--- config.mk ---
export PLATFORM = sky130hd
export DESIGN_NAME = iocf_top
export DESIGN_NICKNAME = d
export VERILOG_FILES = /design/src/rtl/iocf_pkg.sv /design/src/rtl/iocf_frame_rx.sv /design/src/rtl/iocf_pin_cell.sv /design/src/rtl/iocf_top.sv
export SDC_FILE = /design/constraint.sdc
export NUM_CORES = 1
export LEC_CHECK = 0
export BUFFER_PORTS_ARGS = -buffer_cell sky130_fd_sc_hd__buf_2
export CAP_MARGIN = 10
export CORE_MARGIN = 4
export CORE_UTILIZATION = 55
export CTS_CLUSTER_DIAMETER = 120
export CTS_CLUSTER_SIZE = 20
export DETAILED_ROUTE_END_ITERATION = 10
export PLACE_DENSITY = 0.77
export SYNTH_ARGS = -nofsm -noshare
export SYNTH_HDL_FRONTEND = slang
export SYNTH_SLANG_ARGS = --single-unit
--- constraint.sdc ---
create_clock -name clk -period 25.9 [get_ports clk]
set_input_delay 1.295 -clock clk [delete_from_list [all_inputs] [get_ports clk]]
set_output_delay 1.295 -clock clk [all_outputs]
set_load 0.1 [all_outputs]
--- src/rtl/iocf_pkg.sv ---
// Shared constants and types for the I/O pin configuration and DAC write block.
package iocf_pkg;

    // ------------------------------------------------------------------
    // Pointer byte decoding
    // ------------------------------------------------------------------
    localparam logic [3:0] PTR_MODE_CFG = 4'h0;  // Upper nibble of a control write.
    localparam logic [3:0] PTR_MODE_DAC = 4'h1;  // Upper nibble of a DAC write.

    // ------------------------------------------------------------------
    // Control register select codes (low nibble of the pointer byte)
    // ------------------------------------------------------------------
    localparam logic [3:0] REG_GPCTL = 4'h3;   // General control word.
    localparam logic [3:0] REG_ADC = 4'h4;     // ADC pin function.
    localparam logic [3:0] REG_DAC = 4'h5;     // DAC pin function.
    localparam logic [3:0] REG_PD = 4'h6;      // Pull-down pin function.
    localparam logic [3:0] REG_LOAD_TRANSFER_MODE = 4'h7;    // Load transfer mode.
    localparam logic [3:0] REG_GPO = 4'h8;     // GPIO output pin function.
    localparam logic [3:0] REG_GPDATA = 4'h9;  // GPIO output data.
    localparam logic [3:0] REG_GPI = 4'ha;     // GPIO input pin function.
    localparam logic [3:0] REG_OD = 4'hc;      // Open-drain selection.
    localparam logic [3:0] REG_TRI = 4'hd;     // Three-state pin function.
    localparam logic [3:0] REG_SWRST = 4'hf;   // Software reset.

    // ------------------------------------------------------------------
    // General control word field positions and reset values
    // ------------------------------------------------------------------
    localparam int GP_PRECHARGE_BIT = 9;
    localparam int GP_BUFEN_BIT = 8;
    localparam int GP_LOCK_BIT = 7;
    localparam int GP_WRALL_BIT = 6;
    localparam int GP_ADCRANGE_BIT = 5;
    localparam int GP_DACRANGE_BIT = 4;
    localparam logic [15:0] GPCTL_RESET = 16'h0000;
    localparam logic [15:0] PD_RESET = 16'h00ff;
    localparam logic [7:0] CFG_RESET = 8'h00;
    localparam int DAC_CODE_W = 12;

    // ------------------------------------------------------------------
    // Load transfer mode codes
    // ------------------------------------------------------------------
    localparam logic [1:0] LOAD_TRANSFER_MODE_AUTO = 2'h0;   // Copy at once.
    localparam logic [1:0] LOAD_TRANSFER_MODE_HOLD = 2'h1;   // Keep in input registers.
    localparam logic [1:0] LOAD_TRANSFER_MODE_PULSE = 2'h2;  // Copy all, then hold.

    // Resolved function of one channel.
    typedef enum logic [2:0] {
        FN_PD = 3'h0,
        FN_DAC = 3'h1,
        FN_ADC = 3'h2,
        FN_DACADC = 3'h3,
        FN_GPO = 3'h4,
        FN_GPI = 3'h5,
        FN_GPBOTH = 3'h6,
        FN_TRI = 3'h7
    } iocf_fn_t;

endpackage

--- src/rtl/iocf_frame_rx.sv ---
// Assembles a pointer byte and two data bytes into one write command.
module iocf_frame_rx
    import iocf_pkg::*;
(
    // Clock and reset.
    input wire logic clk,
    input wire logic rst,
    // Received bytes from the serial front end.
    input wire logic frameStart,
    input wire logic byteValid,
    input wire logic [7:0] byteData,
    // Assembled command.
    output logic cmdValid,
    output logic [7:0] cmdPtr,
    output logic [15:0] cmdData
);

    // Byte position inside the frame; 3 means the frame is complete.
    logic [1:0] bytePos;

    // Count bytes; a new start always restarts the frame so that a short
    // frame is dropped instead of mixing with the next one.
    always_ff @(posedge clk or posedge rst) begin
        if (rst) begin
            bytePos <= 2'h0;
        end else if (frameStart) begin
            bytePos <= 2'h0;
        end else if (byteValid && bytePos != 2'h3) begin
            bytePos <= bytePos + 2'h1;
        end
    end

    // Capture pointer and data bytes, most significant first.
    always_ff @(posedge clk or posedge rst) begin
        if (rst) begin
            cmdPtr <= 8'h00;
            cmdData <= 16'h0000;
        end else if (byteValid && !frameStart) begin
            if (bytePos == 2'h0) begin
                cmdPtr <= byteData;
            end else if (bytePos == 2'h1) begin
                cmdData[15:8] <= byteData;
            end else if (bytePos == 2'h2) begin
                cmdData[7:0] <= byteData;
            end
        end
    end

    // One-cycle pulse once the least significant byte has landed.
    always_ff @(posedge clk or posedge rst) begin
        if (rst) begin
            cmdValid <= 1'b0;
        end else begin
            cmdValid <= byteValid && !frameStart && bytePos == 2'h2;
        end
    end

endmodule

--- src/rtl/iocf_pin_cell.sv ---
// Function state of one I/O channel; a later write overrides, except that the DAC/ADC and GPIO in/out pairs merge.
module iocf_pin_cell
    import iocf_pkg::*;
(
    // Clock and reset.
    input wire logic clk,
    input wire logic rst,
    // Accepted configuration write.
    input wire logic wrEn,
    input wire logic [3:0] wrReg,
    input wire logic wrBit,
    input wire logic swReset,
    // Resolved function.
    output iocf_fn_t fn
);

    // A set bit takes the channel over; the DAC/ADC and in/out pairs merge
    // instead. A cleared bit only matters to the function owning the pin.
    always_ff @(posedge clk or posedge rst) begin
        if (rst) begin
            fn <= FN_PD;
        end else if (swReset) begin
            fn <= FN_PD;
        end else if (wrEn) begin
            case (wrReg)
                REG_DAC: begin
                    if (wrBit) begin
                        fn <= (fn == FN_ADC || fn == FN_DACADC) ? FN_DACADC : FN_DAC;
                    end else if (fn == FN_DACADC) begin
                        fn <= FN_ADC;
                    end else if (fn == FN_DAC) begin
                        fn <= FN_TRI;
                    end
                end
                REG_ADC: begin
                    if (wrBit) begin
                        fn <= (fn == FN_DAC || fn == FN_DACADC) ? FN_DACADC : FN_ADC;
                    end else if (fn == FN_DACADC) begin
                        fn <= FN_DAC;
                    end else if (fn == FN_ADC) begin
                        fn <= FN_TRI;
                    end
                end
                REG_GPO: begin
                    if (wrBit) begin
                        fn <= (fn == FN_GPI || fn == FN_GPBOTH) ? FN_GPBOTH : FN_GPO;
                    end else if (fn == FN_GPBOTH) begin
                        fn <= FN_GPI;
                    end else if (fn == FN_GPO) begin
                        fn <= FN_TRI;
                    end
                end
                REG_GPI: begin
                    if (wrBit) begin
                        fn <= (fn == FN_GPO || fn == FN_GPBOTH) ? FN_GPBOTH : FN_GPI;
                    end else if (fn == FN_GPBOTH) begin
                        fn <= FN_GPO;
                    end else if (fn == FN_GPI) begin
                        fn <= FN_TRI;
                    end
                end
                REG_PD: begin
                    if (wrBit) begin
                        fn <= FN_PD;
                    end else if (fn == FN_PD) begin
                        fn <= FN_TRI;
                    end
                end
                REG_TRI: begin
                    if (wrBit) begin
                        fn <= FN_TRI;
                    end
                end
                default: begin
                    fn <= fn;
                end
            endcase
        end
    end

endmodule

--- src/rtl/iocf_top.sv ---
// Control registers, pin function configuration and DAC write addressing.
module iocf_top
    import iocf_pkg::*;
#(
    parameter int NUM_CH = 8
)
(
    // Clock and reset.
    input wire logic clk,
    input wire logic rst,
    // Bytes of a write transfer, slave address already stripped.
    input wire logic frameStart,
    input wire logic byteValid,
    input wire logic [7:0] byteData,
    // Conversion status from the ADC sequencer.
    input wire logic convActive,
    // Channel pins.
    input wire logic [NUM_CH-1:0] pinIn,
    output logic [NUM_CH-1:0] pinOut,
    output logic [NUM_CH-1:0] pinOeN,
    // Analog stage controls.
    output logic adcBufPower,
    output logic adcRangeDouble,
    output logic dacRangeDouble,
    output logic [NUM_CH*DAC_CODE_W-1:0] dacCode,
    // Channel function flags.
    output logic [NUM_CH-1:0] chanIsDac,
    output logic [NUM_CH-1:0] chanIsAdc,
    output logic [NUM_CH-1:0] chanPullDown,
    output logic [NUM_CH-1:0] chanTriState,
    output logic [NUM_CH-1:0] gpioInValue,
    output logic configLocked
);

    // ------------------------------------------------------------------
    // Command assembly
    // ------------------------------------------------------------------

    logic cmdValid;           // One-cycle pulse per complete frame.
    logic [7:0] cmdPtr;       // Pointer byte of the frame.
    logic [15:0] cmdData;     // Data word, most significant byte first.

    iocf_frame_rx u_frame_rx (
        .clk(clk),
        .rst(rst),
        .frameStart(frameStart),
        .byteValid(byteValid),
        .byteData(byteData),
        .cmdValid(cmdValid),
        .cmdPtr(cmdPtr),
        .cmdData(cmdData)
    );

    // ------------------------------------------------------------------
    // Command decode
    // ------------------------------------------------------------------

    logic ctlWr;       // Control register write.
    logic dacWr;       // DAC input register write.
    logic pinCfgSel;   // Selected register is a pin function register.
    logic cfgAccept;   // Pin function write that is let through.
    logic swReset;     // Software reset request.
    logic [15:0] gpCtl;           // General control word.
    logic [1:0] ldacMode;         // Load transfer mode.
    logic [NUM_CH-1:0] gpioData;  // GPIO output levels.
    logic [NUM_CH-1:0] odCfg;     // Open-drain selection per pin.

    // Upper nibble zero selects a control register, one a DAC.
    assign ctlWr = cmdValid && cmdPtr[7:4] == PTR_MODE_CFG;
    assign dacWr = cmdValid && cmdPtr[7:4] == PTR_MODE_DAC;
    assign pinCfgSel = cmdPtr[3:0] == REG_ADC || cmdPtr[3:0] == REG_DAC
        || cmdPtr[3:0] == REG_PD || cmdPtr[3:0] == REG_GPO
        || cmdPtr[3:0] == REG_GPI || cmdPtr[3:0] == REG_TRI;
    // The lock only stops function changes; other control writes pass.
    assign cfgAccept = ctlWr && pinCfgSel && !gpCtl[GP_LOCK_BIT];
    assign swReset = ctlWr && cmdPtr[3:0] == REG_SWRST;

    // ------------------------------------------------------------------
    // General control word
    // ------------------------------------------------------------------

    // Only the documented bits are kept; reserved bits read back as zero,
    // so a careless host cannot switch on something undefined.
    always_ff @(posedge clk or posedge rst) begin
        if (rst) begin
            gpCtl <= GPCTL_RESET;
        end else if (swReset) begin
            gpCtl <= GPCTL_RESET;
        end else if (ctlWr && cmdPtr[3:0] == REG_GPCTL) begin
            gpCtl <= {6'h00, cmdData[9:4], 4'h0};
        end
    end

    // Load transfer mode; the pulse code is never stored but acted on.
    always_ff @(posedge clk or posedge rst) begin
        if (rst) begin
            ldacMode <= LOAD_TRANSFER_MODE_AUTO;
        end else if (swReset) begin
            ldacMode <= LOAD_TRANSFER_MODE_AUTO;
        end else if (ctlWr && cmdPtr[3:0] == REG_LOAD_TRANSFER_MODE) begin
            if (cmdData[1:0] == LOAD_TRANSFER_MODE_PULSE) begin
                ldacMode <= LOAD_TRANSFER_MODE_HOLD;
            end else if (cmdData[1:0] != 2'h3) begin
                ldacMode <= cmdData[1:0];
            end
        end
    end

    // GPIO output data and open-drain selection.
    always_ff @(posedge clk or posedge rst) begin
        if (rst) begin
            gpioData <= CFG_RESET;
            odCfg <= CFG_RESET;
        end else if (swReset) begin
            gpioData <= CFG_RESET;
            odCfg <= CFG_RESET;
        end else if (ctlWr && cmdPtr[3:0] == REG_GPDATA) begin
            gpioData <= cmdData[NUM_CH-1:0];
        end else if (ctlWr && cmdPtr[3:0] == REG_OD) begin
            odCfg <= cmdData[NUM_CH-1:0];
        end
    end

    // ------------------------------------------------------------------
    // Channel function cells
    // ------------------------------------------------------------------

    iocf_fn_t chanFn [NUM_CH];   // Resolved function per channel.
    logic [NUM_CH-1:0] isDacFn;  // Channel currently drives a DAC.

    // Each cell sees its own data bit, so bit n steers channel n.
    for (genvar ch = 0; ch < NUM_CH; ch++) begin : g_cell
        iocf_pin_cell u_cell (
            .clk(clk),
            .rst(rst),
            .wrEn(cfgAccept),
            .wrReg(cmdPtr[3:0]),
            .wrBit(cmdData[ch]),
            .swReset(swReset),
            .fn(chanFn[ch])
        );
        assign isDacFn[ch] = chanFn[ch] == FN_DAC || chanFn[ch] == FN_DACADC;
    end

    // ------------------------------------------------------------------
    // DAC input and DAC registers
    // ------------------------------------------------------------------

    logic [DAC_CODE_W-1:0] inputReg [NUM_CH];  // Staged codes.
    logic [NUM_CH-1:0] dacLoad;                // Channels written now.

    // Write-all ignores the channel address and serves DAC channels only.
    always_comb begin
        dacLoad = '0;
        if (dacWr) begin
            if (gpCtl[GP_WRALL_BIT]) begin
                dacLoad = isDacFn;
            end else begin
                dacLoad[cmdPtr[2:0]] = 1'b1;
            end
        end
    end

    // Input registers take the low twelve data bits; the address field in
    // the upper bits is ignored since the pointer already picked the target.
    always_ff @(posedge clk or posedge rst) begin
        if (rst) begin
            for (int i = 0; i < NUM_CH; i++) begin
                inputReg[i] <= '0;
            end
        end else begin
            for (int i = 0; i < NUM_CH; i++) begin
                if (dacLoad[i]) begin
                    inputReg[i] <= cmdData[DAC_CODE_W-1:0];
                end
            end
        end
    end

    // Active codes: auto mode copies the new word, a pulse copies all.
    always_ff @(posedge clk or posedge rst) begin
        if (rst) begin
            dacCode <= '0;
        end else begin
            for (int i = 0; i < NUM_CH; i++) begin
                if (ctlWr && cmdPtr[3:0] == REG_LOAD_TRANSFER_MODE && cmdData[1:0] == LOAD_TRANSFER_MODE_PULSE) begin
                    dacCode[i*DAC_CODE_W +: DAC_CODE_W] <= inputReg[i];
                end else if (dacLoad[i] && ldacMode == LOAD_TRANSFER_MODE_AUTO) begin
                    dacCode[i*DAC_CODE_W +: DAC_CODE_W] <= cmdData[DAC_CODE_W-1:0];
                end
            end
        end
    end

    // ------------------------------------------------------------------
    // Analog controls and flags
    // ------------------------------------------------------------------

    // With precharge the buffer is powered only around a conversion, which
    // saves supply current at the cost of a settling tail per sample.
    always_ff @(posedge clk or posedge rst) begin
        if (rst) begin
            adcBufPower <= 1'b0;
            adcRangeDouble <= 1'b0;
            dacRangeDouble <= 1'b0;
            configLocked <= 1'b0;
        end else begin
            adcBufPower <= gpCtl[GP_BUFEN_BIT]
                && (!gpCtl[GP_PRECHARGE_BIT] || convActive);
            adcRangeDouble <= gpCtl[GP_ADCRANGE_BIT];
            dacRangeDouble <= gpCtl[GP_DACRANGE_BIT];
            configLocked <= gpCtl[GP_LOCK_BIT];
        end
    end

    // Function flags for the analog switches.
    always_ff @(posedge clk or posedge rst) begin
        if (rst) begin
            chanIsDac <= '0;
            chanIsAdc <= '0;
            chanPullDown <= PD_RESET[NUM_CH-1:0];
            chanTriState <= '0;
        end else begin
            for (int i = 0; i < NUM_CH; i++) begin
                chanIsDac[i] <= isDacFn[i];
                chanIsAdc[i] <= chanFn[i] == FN_ADC || chanFn[i] == FN_DACADC;
                chanPullDown[i] <= chanFn[i] == FN_PD;
                chanTriState[i] <= chanFn[i] == FN_TRI;
            end
        end
    end

    // ------------------------------------------------------------------
    // Digital pin drive and input sampling
    // ------------------------------------------------------------------

    logic [NUM_CH-1:0] isOutFn;  // Channel drives a digital level.
    logic [NUM_CH-1:0] syncA;    // First synchroniser stage.
    logic [NUM_CH-1:0] syncB;    // Second stage.
    logic [NUM_CH-1:0] syncC;    // Third stage.

    for (genvar ch = 0; ch < NUM_CH; ch++) begin : g_out
        assign isOutFn[ch] = chanFn[ch] == FN_GPO || chanFn[ch] == FN_GPBOTH;
    end

    // Open-drain only pulls low; a high level releases the pin.
    always_ff @(posedge clk or posedge rst) begin
        if (rst) begin
            pinOut <= '0;
            pinOeN <= '1;
        end else begin
            for (int i = 0; i < NUM_CH; i++) begin
                pinOut[i] <= odCfg[i] ? 1'b0 : gpioData[i];
                pinOeN[i] <= !(isOutFn[i] && !(odCfg[i] && gpioData[i]));
            end
        end
    end

    // Pins are asynchronous; three stages filter a level change.
    always_ff @(posedge clk or posedge rst) begin
        if (rst) begin
            syncA <= '0;
            syncB <= '0;
            syncC <= '0;
        end else begin
            syncA <= pinIn;
            syncB <= syncA;
            syncC <= syncB;
        end
    end

    // Readback: an output channel reports its own driven level.
    always_ff @(posedge clk or posedge rst) begin
        if (rst) begin
            gpioInValue <= '0;
        end else begin
            for (int i = 0; i < NUM_CH; i++) begin
                if (isOutFn[i]) begin
                    gpioInValue[i] <= gpioData[i];
                end else if (syncB[i] == syncC[i]) begin
                    gpioInValue[i] <= syncC[i];
                end
            end
        end
    end

    // ------------------------------------------------------------------
    // Checks
    // ------------------------------------------------------------------

    logic [3*NUM_CH-1:0] fnVec;  // Flattened functions for checks.
    for (genvar ch = 0; ch < NUM_CH; ch++) begin : g_vec
        assign fnVec[3*ch +: 3] = chanFn[ch];
    end

    chk_lock_holds_cfg: assert property (@(posedge clk) disable iff (rst)
        (ctlWr && pinCfgSel && gpCtl[GP_LOCK_BIT]) |=> $stable(fnVec))
        else $error("pin functions changed while locked");

    chk_buf_always_on: assert property (@(posedge clk) disable iff (rst)
        (gpCtl[GP_BUFEN_BIT] && !gpCtl[GP_PRECHARGE_BIT]) |=> adcBufPower)
        else $error("enabled buffer without precharge not powered");

    chk_buf_off: assert property (@(posedge clk) disable iff (rst)
        (!gpCtl[GP_BUFEN_BIT] || (gpCtl[GP_PRECHARGE_BIT] && !convActive))
        |=> !adcBufPower)
        else $error("buffer powered when it should be off");

    chk_adc_range_bit: assert property (@(posedge clk) disable iff (rst)
        (ctlWr && cmdPtr[3:0] == REG_GPCTL && !swReset)
        |=> ##1 adcRangeDouble == $past(cmdData[GP_ADCRANGE_BIT], 2))
        else $error("adc range does not follow control write");

    chk_dac_range_bit: assert property (@(posedge clk) disable iff (rst)
        (ctlWr && cmdPtr[3:0] == REG_GPCTL)
        |=> ##1 dacRangeDouble == $past(cmdData[GP_DACRANGE_BIT], 2))
        else $error("dac range does not follow control write");

    chk_load_transfer_mode_pulse_mode: assert property (@(posedge clk) disable iff (rst)
        (ctlWr && cmdPtr[3:0] == REG_LOAD_TRANSFER_MODE && cmdData[1:0] == LOAD_TRANSFER_MODE_PULSE)
        |=> ldacMode == LOAD_TRANSFER_MODE_HOLD)
        else $error("pulse mode did not return to hold");

    chk_hold_keeps_dac: assert property (@(posedge clk) disable iff (rst)
        (dacWr && ldacMode == LOAD_TRANSFER_MODE_HOLD) |=> $stable(dacCode))
        else $error("dac code changed in hold mode");

    chk_write_all_ch1: assert property (@(posedge clk) disable iff (rst)
        (dacWr && gpCtl[GP_WRALL_BIT] && isDacFn[1])
        |=> inputReg[1] == $past(cmdData[DAC_CODE_W-1:0]))
        else $error("write-all missed a dac channel");

    chk_swreset_pulldown: assert property (@(posedge clk) disable iff (rst)
        swReset |=> ##1 chanPullDown == PD_RESET[NUM_CH-1:0])
        else $error("channels not pulled down after reset");

endmodule

== After elaboration in Yosys (flattened, before gate mapping) ==
Cells that the tools add are included.

* Bitwise gates (word level): 2
* Reductions and logical operators: 144
* $lt $le $gt $ge: 2
* Equality and inequality tests: 130
* $add $sub $neg: 1
* Mux-type cells: 233

{| class="wikitable"
|+ Operator list
! cell !! number
|-
| 2-to-1 mux 3 bit || 136
|-
| 2-to-1 mux 12 bit || 16
|-
| != test 5 x 1 -> 1 bit, second input constant || 32
|-
| one-hot mux 3 bit (6 select lines) || 8
|-
| == test 3 bit, second input constant || 32
|-
| AND reduction 8 bit || 8
|-
| 2-to-1 mux 2 bit || 30
|-
| 2-to-1 mux 8 bit || 7
|-
| == test 3 x 2 -> 1 bit, second input constant || 16
|-
| nonzero test 2 bit || 22
|-
| logical AND 1 bit || 39
|-
| logical OR 1 bit || 38
|-
| 2-to-1 mux 1 bit || 33
|-
| != test 4 x 1 -> 1 bit, second input constant || 8
|-
| == test 3 x 1 -> 1 bit, second input constant || 8
|-
| == test 4 bit, second input constant || 6
|-
| logical NOT 3 bit || 8
|-
| != test 3 x 1 -> 1 bit, second input constant || 8
|-
| 2-to-1 mux 10 bit || 2
|-
| logical NOT 1 bit || 19
|-
| == test 4 x 3 -> 1 bit, second input constant || 4
|-
| == test 1 bit || 8
|-
| nonzero test 7 bit || 1
|-
| AND reduction 2 bit || 3
|-
| other kinds (16) || 20
|}

* Input port bits: 21
* Bits in registers: 351
* Word-level logic and storage cells: 566
* Output and inout port bits: 156

== Longest topological paths before layout ==
Gate-level depths: netlist of run 1.

* Depth after elaboration: 10
* Mapped depth: 10
* Mapped depth without buffers: 6

== Modules after synthesis ==
A second synthesis of run 1 with hierarchy kept.

* Cells, all modules: 1,599
* Area, all modules: 17,692.0 um^2

{| class="wikitable"
|+ By module, submodules not included
! module !! area an instance (um^2) !! seq. area each (um^2) !! times used !! cells an instance
|-
| iocf_top || 12,057.8 || 7,527.2 || 1 || 929
|-
| iocf_pin_cell (g_cell[1].u_cell ...) || 570.5 || 75.1 || 7 || 77
|-
| iocf_frame_rx || 1,157.4 || 675.6 || 1 || 69
|-
| iocf_pin_cell (g_cell[0].u_cell) || 483.0 || 75.1 || 1 || 62
|}

== Worst setup path after synthesis of run 1 ==
No wires, ideal clock.

* Kind: input to register
* Start point: in byteValid
* End point: reg u_frame_rx.cmdData[0]
* Cell stages on the path: 4
* Required time: 25,775 ps
* Path buffers: 0
* Library setup time: 125 ps
* Path slack: 23,640 ps
* Arrival: 2,135 ps
* Cell sequence: nor2b_1 > and2_1 > nand2_1 > mux2_2

* Longest elaborated chain between the ends: 2

{| class="wikitable"
|+ RTL lines
! element !! line !! RTL
|-
| start: declaration || iocf_top.sv:13 || <nowiki>input wire logic byteValid,</nowiki>
|-
| logical AND 1 bit || iocf_frame_rx.sv:38 || <nowiki>end else if (byteValid && !frameStart) begin</nowiki>
|-
| AND reduction 4 bit (no line) || n/a ||
|-
| end signal: assignment || iocf_frame_rx.sv:44 || <nowiki>cmdData[7:0] <= byteData;</nowiki>
|-
| end: declaration || iocf_frame_rx.sv:15 || <nowiki>output logic [15:0] cmdData</nowiki>
|}

No other way between the ends.
A chain may end at the register's enable or synchronous reset.

== Final worst setup path of run 1 ==
* Start point: reg u_frame_rx.cmdPtr[5]
* End point: reg dacCode[84]

* Longest elaborated chain between the ends: 5
* Elaborated cells on any way between the ends: 10
* Classes of those cells: 1 x eq/ne; 2 x mux; 7 x reduce/logical

{| class="wikitable"
|+ RTL lines
! element !! line !! RTL
|-
| start: declaration || iocf_frame_rx.sv:14 || <nowiki>output logic [7:0] cmdPtr,</nowiki>
|-
| start signal: assignment || iocf_frame_rx.sv:40 || <nowiki>cmdPtr <= byteData;</nowiki>
|-
| == test 4 x 1 -> 1 bit / logical NOT 4 bit (equally long branches) || iocf_top.sv:70, iocf_top.sv:69 ||
|-
| logical AND 1 bit (on tied branches) || iocf_top.sv:70, iocf_top.sv:69 ||
|-
| 2-to-1 mux 8 bit / logical AND 1 bit (equally long branches) || iocf_top.sv:155, iocf_top.sv:186 ||
|-
| logical AND 1 bit (on tied branches) || iocf_top.sv:188, iocf_top.sv:186 ||
|-
| nonzero test 2 bit (no line) / 2-to-1 mux 12 bit (equally long branches) || n/a ||
|-
| end signal: indexed assignment || iocf_top.sv:187 || <nowiki>dacCode[i*DAC_CODE_W +: DAC_CODE_W] <= inputReg[i];</nowiki>
|-
| end signal: indexed assignment || iocf_top.sv:189 || <nowiki>dacCode[i*DAC_CODE_W +: DAC_CODE_W] <= cmdData[DAC_CODE_W-1:0];</nowiki>
|-
| end: declaration || iocf_top.sv:25 || <nowiki>output logic [NUM_CH*DAC_CODE_W-1:0] dacCode,</nowiki>
|}

Several ways; a longest one is shown, not always the timed one.

==> results.py, run 1 <==
metrics = {
    "setup_path": {
        "max_stage_delay_ps": 740,
        "path_cells": "or4b_4 -> nor2_2 -> nand3_1 -> or3_4 -> buf_4 -> o21a_1 -> o22a_1",
        "path_class": "register to register",
        "cp_slowest_cell": "or3_4",
        "required_ps": 26320,
        "worstRegToRegCells": 7,
        "rrSetupSlack_ps": 22560,
        "r2r_start": "u_frame_rx.cmdPtr[5]",
        "crit_arrival_ps": 3760,
        "path_max_fanout": 105,
        "critPathLaunchType": "register",
        "endpoint_kind": "register",
        "timing.rr.end": "dacCode[84]",
    },
    "clock_network": {
        "cts_tree": "built",
        "cts_setup_buffers": 0,
        "cts_htree_levels": 1,
        "clkTransAtPathRegs_ps": 80,
        "clock_path_buffers": 3,
        "cts.sinks": 347,
        "root_buffer": "clkbuf_16",
        "holdBufCountCts": 0,
        "cts_resized": 0,
        "cts_buffers": 21,
        "clk_latency_ps": 530,
    },
    "pwr": {
        "leakagePower_uw": 0.00937,
        "p_total_uw": 1210,
        "vdd_drop_max_uv": 49.4,
        "powerDensity_nw_per_um2": 69.8,
    },
    "synth": {
        "synth.avg_cell_area_um2": 10.8,
        "synth-main-ff-cell": "dfrtp_1",
        "synthArstFlopShare": 1.00,
        "syn_nets": 1488,
        "synth_edf_count": 0,
        "syn_inst": 1462,
        "syn_area_um2": 15900,
        "ys_seq_area_frac": 0.549,
        "synth_top_area_frac": 0.523,
        "ys_seq_elements": 347,
        "yosysWarnings": 0,
        "yosysTopAreaCell": "dfrtp_1",
        "synth_cell_types": 75,
        "ys_top_cells_by_area": "dfrtp_1 (52%), mux2_2 (7.1%), mux2i_1 (6.6%)",
    },
    "drt": {
        "num_vias": 11500,
        "vias_per_cell": 5.92,
        "drc": 0,
        "wl_per_cell_um": 20.2,
        "drtAntennaViolNets": 0,
        "drt_wl_total_um": 39200,
        "first_pass_iters": 8,
        "drt_iter0_markers": 1391,
    },
    "global_routing": {
        "grt_pass1_wl_um": 62400,
        "track_usage": 0.247,
        "grt_pass1_vias": 11300,
        "grt_max_degree": 136,
        "antenna_found_initial": 4,
        "grt.overflow.total": 0,
    },
    "floorplan": {
        "num_rows": 61,
        "dieWidth_um": 178,
        "top_level_ports": 177,
        "die-height_um": 178,
        "dieArea_um2": 31600,
        "initial_core_util": 0.564,
        "coreArea_um2": 28100,
    },
    "finish": {
        "syn_to_final_growth_pct": 9.65,
        "drive_gt1_frac": 0.234,
        "nets": 1572,
    },
    "timing": {
        "fin_crit_ps": 3340,
        "hold_ws_ps": 336,
        "timing.slew.headroom": 0.115,
        "grt_setup_unrepaired": "false",
        "fin_tns_setup_ps": 0,
        "hold_viol": 0,
        "fin_crit_sh": 0.129,
        "setup_violations": 0,
        "fmax_mhz": 299,
        "finalMaxSlewViolations": 0,
        "clock_skew_ps": 21.3,
        "tightestPinTransition_ps": 1320,
    },
    "min_path": {
        "hp-start": "syncA[6]",
        "hold_path.class": "register to register",
        "whs_endpoint": "syncB[6]",
        "whs_path_depth": 0,
    },
    "job": {
        "max-cap-violations": 0,
    },
    "placement": {
        "portBuffers": 176,
        "place_hpwl_um": 25700,
        "gp_congestion": 0.960,
    },
    "status": {
        "status": "finished clean",
    },
}
==> registers in the layout, summed over array words and instances, names as in the netlist, 6 cells and up <==
name and flops:
syncB 8, syncC 8, pinOeN 8, chanIsAdc 8, gpCtl 6, chanIsDac 8, inputReg 96, u_frame_rx.cmdPtr 8
pinOut 8, odCfg 8, g_cell.u_cell.fn 24, chanTriState 8, chanPullDown 8, dacCode 96, gpioInValue 8, syncA 8
gpioData 8, u_frame_rx.cmdData 12
==> worst max-delay path: cells and delay by family (launching register included) <==
| kind | cells | cell delay (ps) |
|---|---|---|
| AO/OA/AOI/OAI | 2 | 500 |
| buffers and inverters | 1 | 580 |
| flip-flops | 1 | 390 |
| AND/OR/NAND/NOR | 4 | 1750 |
==> how the worst max path moves through the flow <==
stage / startpoint / end / slack, ps / cells past startpoint
after floorplan: rst / adcBufPower / 15010 / 1
after global placement: u_frame_rx.cmdPtr[5] / dacCode[84] / 22670 / 7
after detailed placement: u_frame_rx.cmdPtr[5] / dacCode[84] / 22600 / 7
after CTS: u_frame_rx.cmdPtr[5] / dacCode[84] / 22560 / 7
after global routing: u_frame_rx.cmdPtr[3] / g_cell[7].u_cell.fn[0] / 22370 / 7
final: u_frame_rx.cmdPtr[5] / dacCode[84] / 22560 / 7
==> cells in the mapped netlist, types with 14 or more instances <==
| cell type | instances |
|---|---|
| nand2_1 | 79 |
| buf_2 | 40 |
| o21ai_0 | 86 |
| nor3_1 | 16 |
| dfstp_2 | 16 |
| nor2b_1 | 33 |
| inv_1 | 30 |
| clkbuf_1 | 83 |
| a21oi_1 | 132 |
| mux2_2 | 100 |
| nand3_1 | 27 |
| or3_1 | 14 |
| nor2_1 | 144 |
| dfrtp_1 | 331 |
| mux2i_1 | 104 |
==> cell families (layout without fill, tap and decap cells) <==
group | after synthesis | count (layout) | synth area share
multiplexers | 204 | 204 | 0.137
XOR/XNOR | 6 | 6 | 0.00332
flip-flops | 347 | 347 | 0.549
AO/OA/AOI/OAI | 336 | 336 | 0.129
adder cells (fa/ha/maj) | 10 | 10 | 0.00710
AND/OR/NAND/NOR | 394 | 394 | 0.128
other | 0 | 1 | 0
buffers and inverters | 165 | 264 | 0.0460
==> through the flow <==
| stage | instance area [µm²] | worst slack (ps) | std cells | utilization |
|---|---|---|---|---|
| finish | 17400 | 22560 | 1940 | 0.619 |
| global route | 17400 | 22370 | 1940 | 0.619 |
| CTS | 17400 | 22560 | 1939 | 0.619 |
| detailed placement | 16800 | 22600 | 1901 | 0.597 |
| global placement | 16800 | 22670 | 1901 | 0.597 |
| floorplan | 15900 | 15010 | 1462 | - |
==> final cells by class <==
| class | count | area, µm² |
|---|---|---|
| Antenna cell | 1 | 2.50 |
| Fill cell | 2376 | 10700 |
| Sequential cell | 347 | 8700 |
| Inverter | 31 | 124 |
| Tap cell | 378 | 473 |
| Clock inverter | 2 | 25.0 |
| Multi-Input combinational cell | 950 | 6450 |
| Clock buffer | 36 | 582 |
| Timing Repair Buffer | 195 | 1020 |
==> layout by cell type (no fill, tap or decap), drive strengths merged, types with 5 or more instances in the layout <==
cell and n:
inv 31, a31oi 8, clkbuf 36, a21oi 132
a22o 11, nand2 87, dfstp 16, o22a 9
maj3 5, buf 195, and3 8, or3 14
o21ai 86, a21o 9, nand2b 14, mux2i 104
o22ai 8, nor3 17, ha 5, nor4 5
or2 7, o211ai 10, a211oi 9, o31ai 6
nand3b 9, o21a 8, nand3 27, mux2 100
nor2b 33, nor2 146, dfrtp 331
==> metal layers <==
metal | vias up | track usage | part of all wire
li1 | 5282 | - | -
met1 | 5635 | 0.360 | 0.44
met2 | 473 | 0.385 | 0.46
met3 | 92 | 0.0418 | 0.074
met4 | 6 | 0.0683 | 0.026
met5 | - | 0 | 0.00069
==> where the power goes <==
group          internal (µW)  leakage (µW)  total (µW)  switching (µW)
Combinational           69.4       0.00439         272             203
Sequential               567       0.00469         607            39.7
Clock                    155      0.000288         335             179
Power figures use the tool's default switching activity.
==> run 2, diff against run 1 <==
- clock period: 25.9 -> 3.35 ns (I/O delays scaled with it)
==> run 2 against run 1 <==
Compared with the run above: clock-buffer cell count did not move; via count rose by 2.7%; power rose to 7.8 times the previous value; die area did not move; worst setup slack got worse by 22000 ps; critical endpoint is now dacCode[19].
==> results.py, run 2 (same netlist as run 1, synthesis figures left out) <==
metrics = {
    "status": {
        "status": "finished clean",
    },
    "timing": {
        "fmax_mhz": 346,
        "finalMaxSlewViolations": 0,
        "fin_crit_ps": 2890,
        "fin_crit_sh": 0.864,
        "grt_setup_unrepaired": "false",
        "clock_skew_ps": 17.7,
        "timing.slew.headroom": 0.347,
        "hold_viol": 0,
        "setup_violations": 0,
        "tightestPinTransition_ps": 980,
        "setup_ws_ps": 457,
    },
    "floorplan": {
        "dieArea_um2": 31600,
        "die-height_um": 178,
        "initial_core_util": 0.564,
        "num_rows": 61,
        "coreArea_um2": 28100,
        "top_level_ports": 177,
        "dieWidth_um": 178,
    },
    "drt": {
        "drt_iter0_markers": 1248,
        "wl_per_cell_um": 20.4,
        "top_layer": "met4",
        "drt-met1-wl_um": 17200,
        "wl_met3_um": 2820,
        "drtAntennaViolNets": 0,
        "vias_per_cell": 5.94,
        "wl_met2_um": 19200,
        "drc": 0,
        "drt_wl_total_um": 40500,
        "num_vias": 11800,
        "first_pass_iters": 7,
    },
    "clock_network": {
        "cts_htree_levels": 1,
        "root_buffer": "clkbuf_16",
        "cts.sinks": 347,
        "cts_setup_buffers": 0,
        "clkTransAtPathRegs_ps": 90,
        "cts_buffers": 21,
        "cts_tree": "built",
        "clk_latency_ps": 530,
        "clock_path_buffers": 3,
        "cts_resized": 0,
    },
    "setup_path": {
        "cp_top_family": "simple AND/OR/NAND/NOR gates",
        "cp_slowest_cell": "or3_4",
        "max_stage_delay_ps": 800,
        "path_cells": "or4b_4 -> nor2_2 -> nand3_1 -> or3_4 -> buf_4 -> nor2_1 -> a21oi_1",
        "path_max_fanout": 90,
        "crit_buf_inv": 1,
        "critPathLaunchType": "register",
        "crit_arrival_ps": 3300,
        "path_class": "register to register",
        "required_ps": 3750,
        "endpoint_kind": "register",
    },
    "pwr": {
        "leakagePower_uw": 0.00960,
        "powerDensity_nw_per_um2": 534,
        "vdd_drop_max_uv": 466,
    },
    "finish": {
        "nets": 1621,
        "drive_gt1_frac": 0.246,
        "final_util": 0.635,
        "final_cell_mix": "dfrtp_1 (331), buf_2 (176), nor2_1 (144)",
        "syn_to_final_growth_pct": 12.5,
        "final_common_cell": "dfrtp_1",
        "antenna_cells": 0,
        "top_regs": "dacCode: 96 flops, inputReg: 96 flops, g_cell.u_cell.fn: 24 flops",
    },
    "global_routing": {
        "grt_pass1_wl_um": 64400,
        "antenna_found_initial": 0,
        "grt_max_degree": 117,
        "grt.overflow.total": 0,
        "track_usage": 0.256,
        "grt_pass1_vias": 11700,
    },
    "placement": {
        "portBuffers": 176,
        "gp_congestion": 0.937,
        "place_hpwl_um": 26800,
        "post-place-ws_ps": 532,
    },
    "job": {
        "max-cap-violations": 0,
    },
    "min_path": {
        "hold_path.class": "input pin to register",
    },
}
run 2: cell type report:
cell class / instances / area, µm²
fill: 2277 / 10300
sequential: 347 / 8700
multi-input combinational: 950 / 6430
timing repair buffer: 244 / 1500
clock buffer: 36 / 582
tap: 378 / 473
inverter: 31 / 120
clock inverter: 2 / 25.0
run 2: worst paths after layout:
| check | from | end | slack (ps) | depth (start not counted) |
|---|---|---|---|---|
| min reg2reg | syncA[2] | syncB[2] | 350 | 0 |
| max | u_frame_rx.cmdPtr[5] | dacCode[19] | 460 | 7 |
| max reg2reg | u_frame_rx.cmdPtr[5] | dacCode[19] | 460 | 7 |
| max in group asynchronous | rst | dacCode[35] | 2030 | 4 |
| min in group asynchronous | rst | syncA[2] | 270 | 3 |
| min | byteValid | u_frame_rx.cmdValid | 80 | 3 |
run 2: timing repair:
item                                   4_1_cts  5_1_grt
setup endpoints to repair                    0        0
endpoints found under the hold margin       55        0
hold buffers                                19        0
run 2: worst min-delay path, stage by stage:
cell and delay, ps:
buf_2 100, nor2b_1 140, and2_1 160
run 2: metal layers:
layer  global-route usage  vias to the layer above
met2                0.416                      466
met4               0.0761                        0
met3               0.0320                       82
li1                     -                     5379
met1                0.365                     5873
met5                    0                        -
run 2: per-stage QoR:
stage | instances | cell area (µm²) | hold slack, ps | total power [µW] | setup TNS (ps)
finish | 1988 | 17800 | 76.7 | 9520 | 0
global route | 1988 | 17800 | 84.6 | 9900 | 0
CTS | 1988 | 17800 | 57.2 | 9530 | 0
detailed placement | 1931 | 17000 | 277 | 6950 | 0
global placement | 1931 | 17000 | 276 | 6910 | 0
floorplan | 1462 | 15900 | 199 | 6300 | -482610
run 2: power breakdown:
part           internal [µW]  switching (µW)  total (µW)
Clock                   1200            1390        2590
Combinational            619            1580        2200
Sequential              4390             345        4730
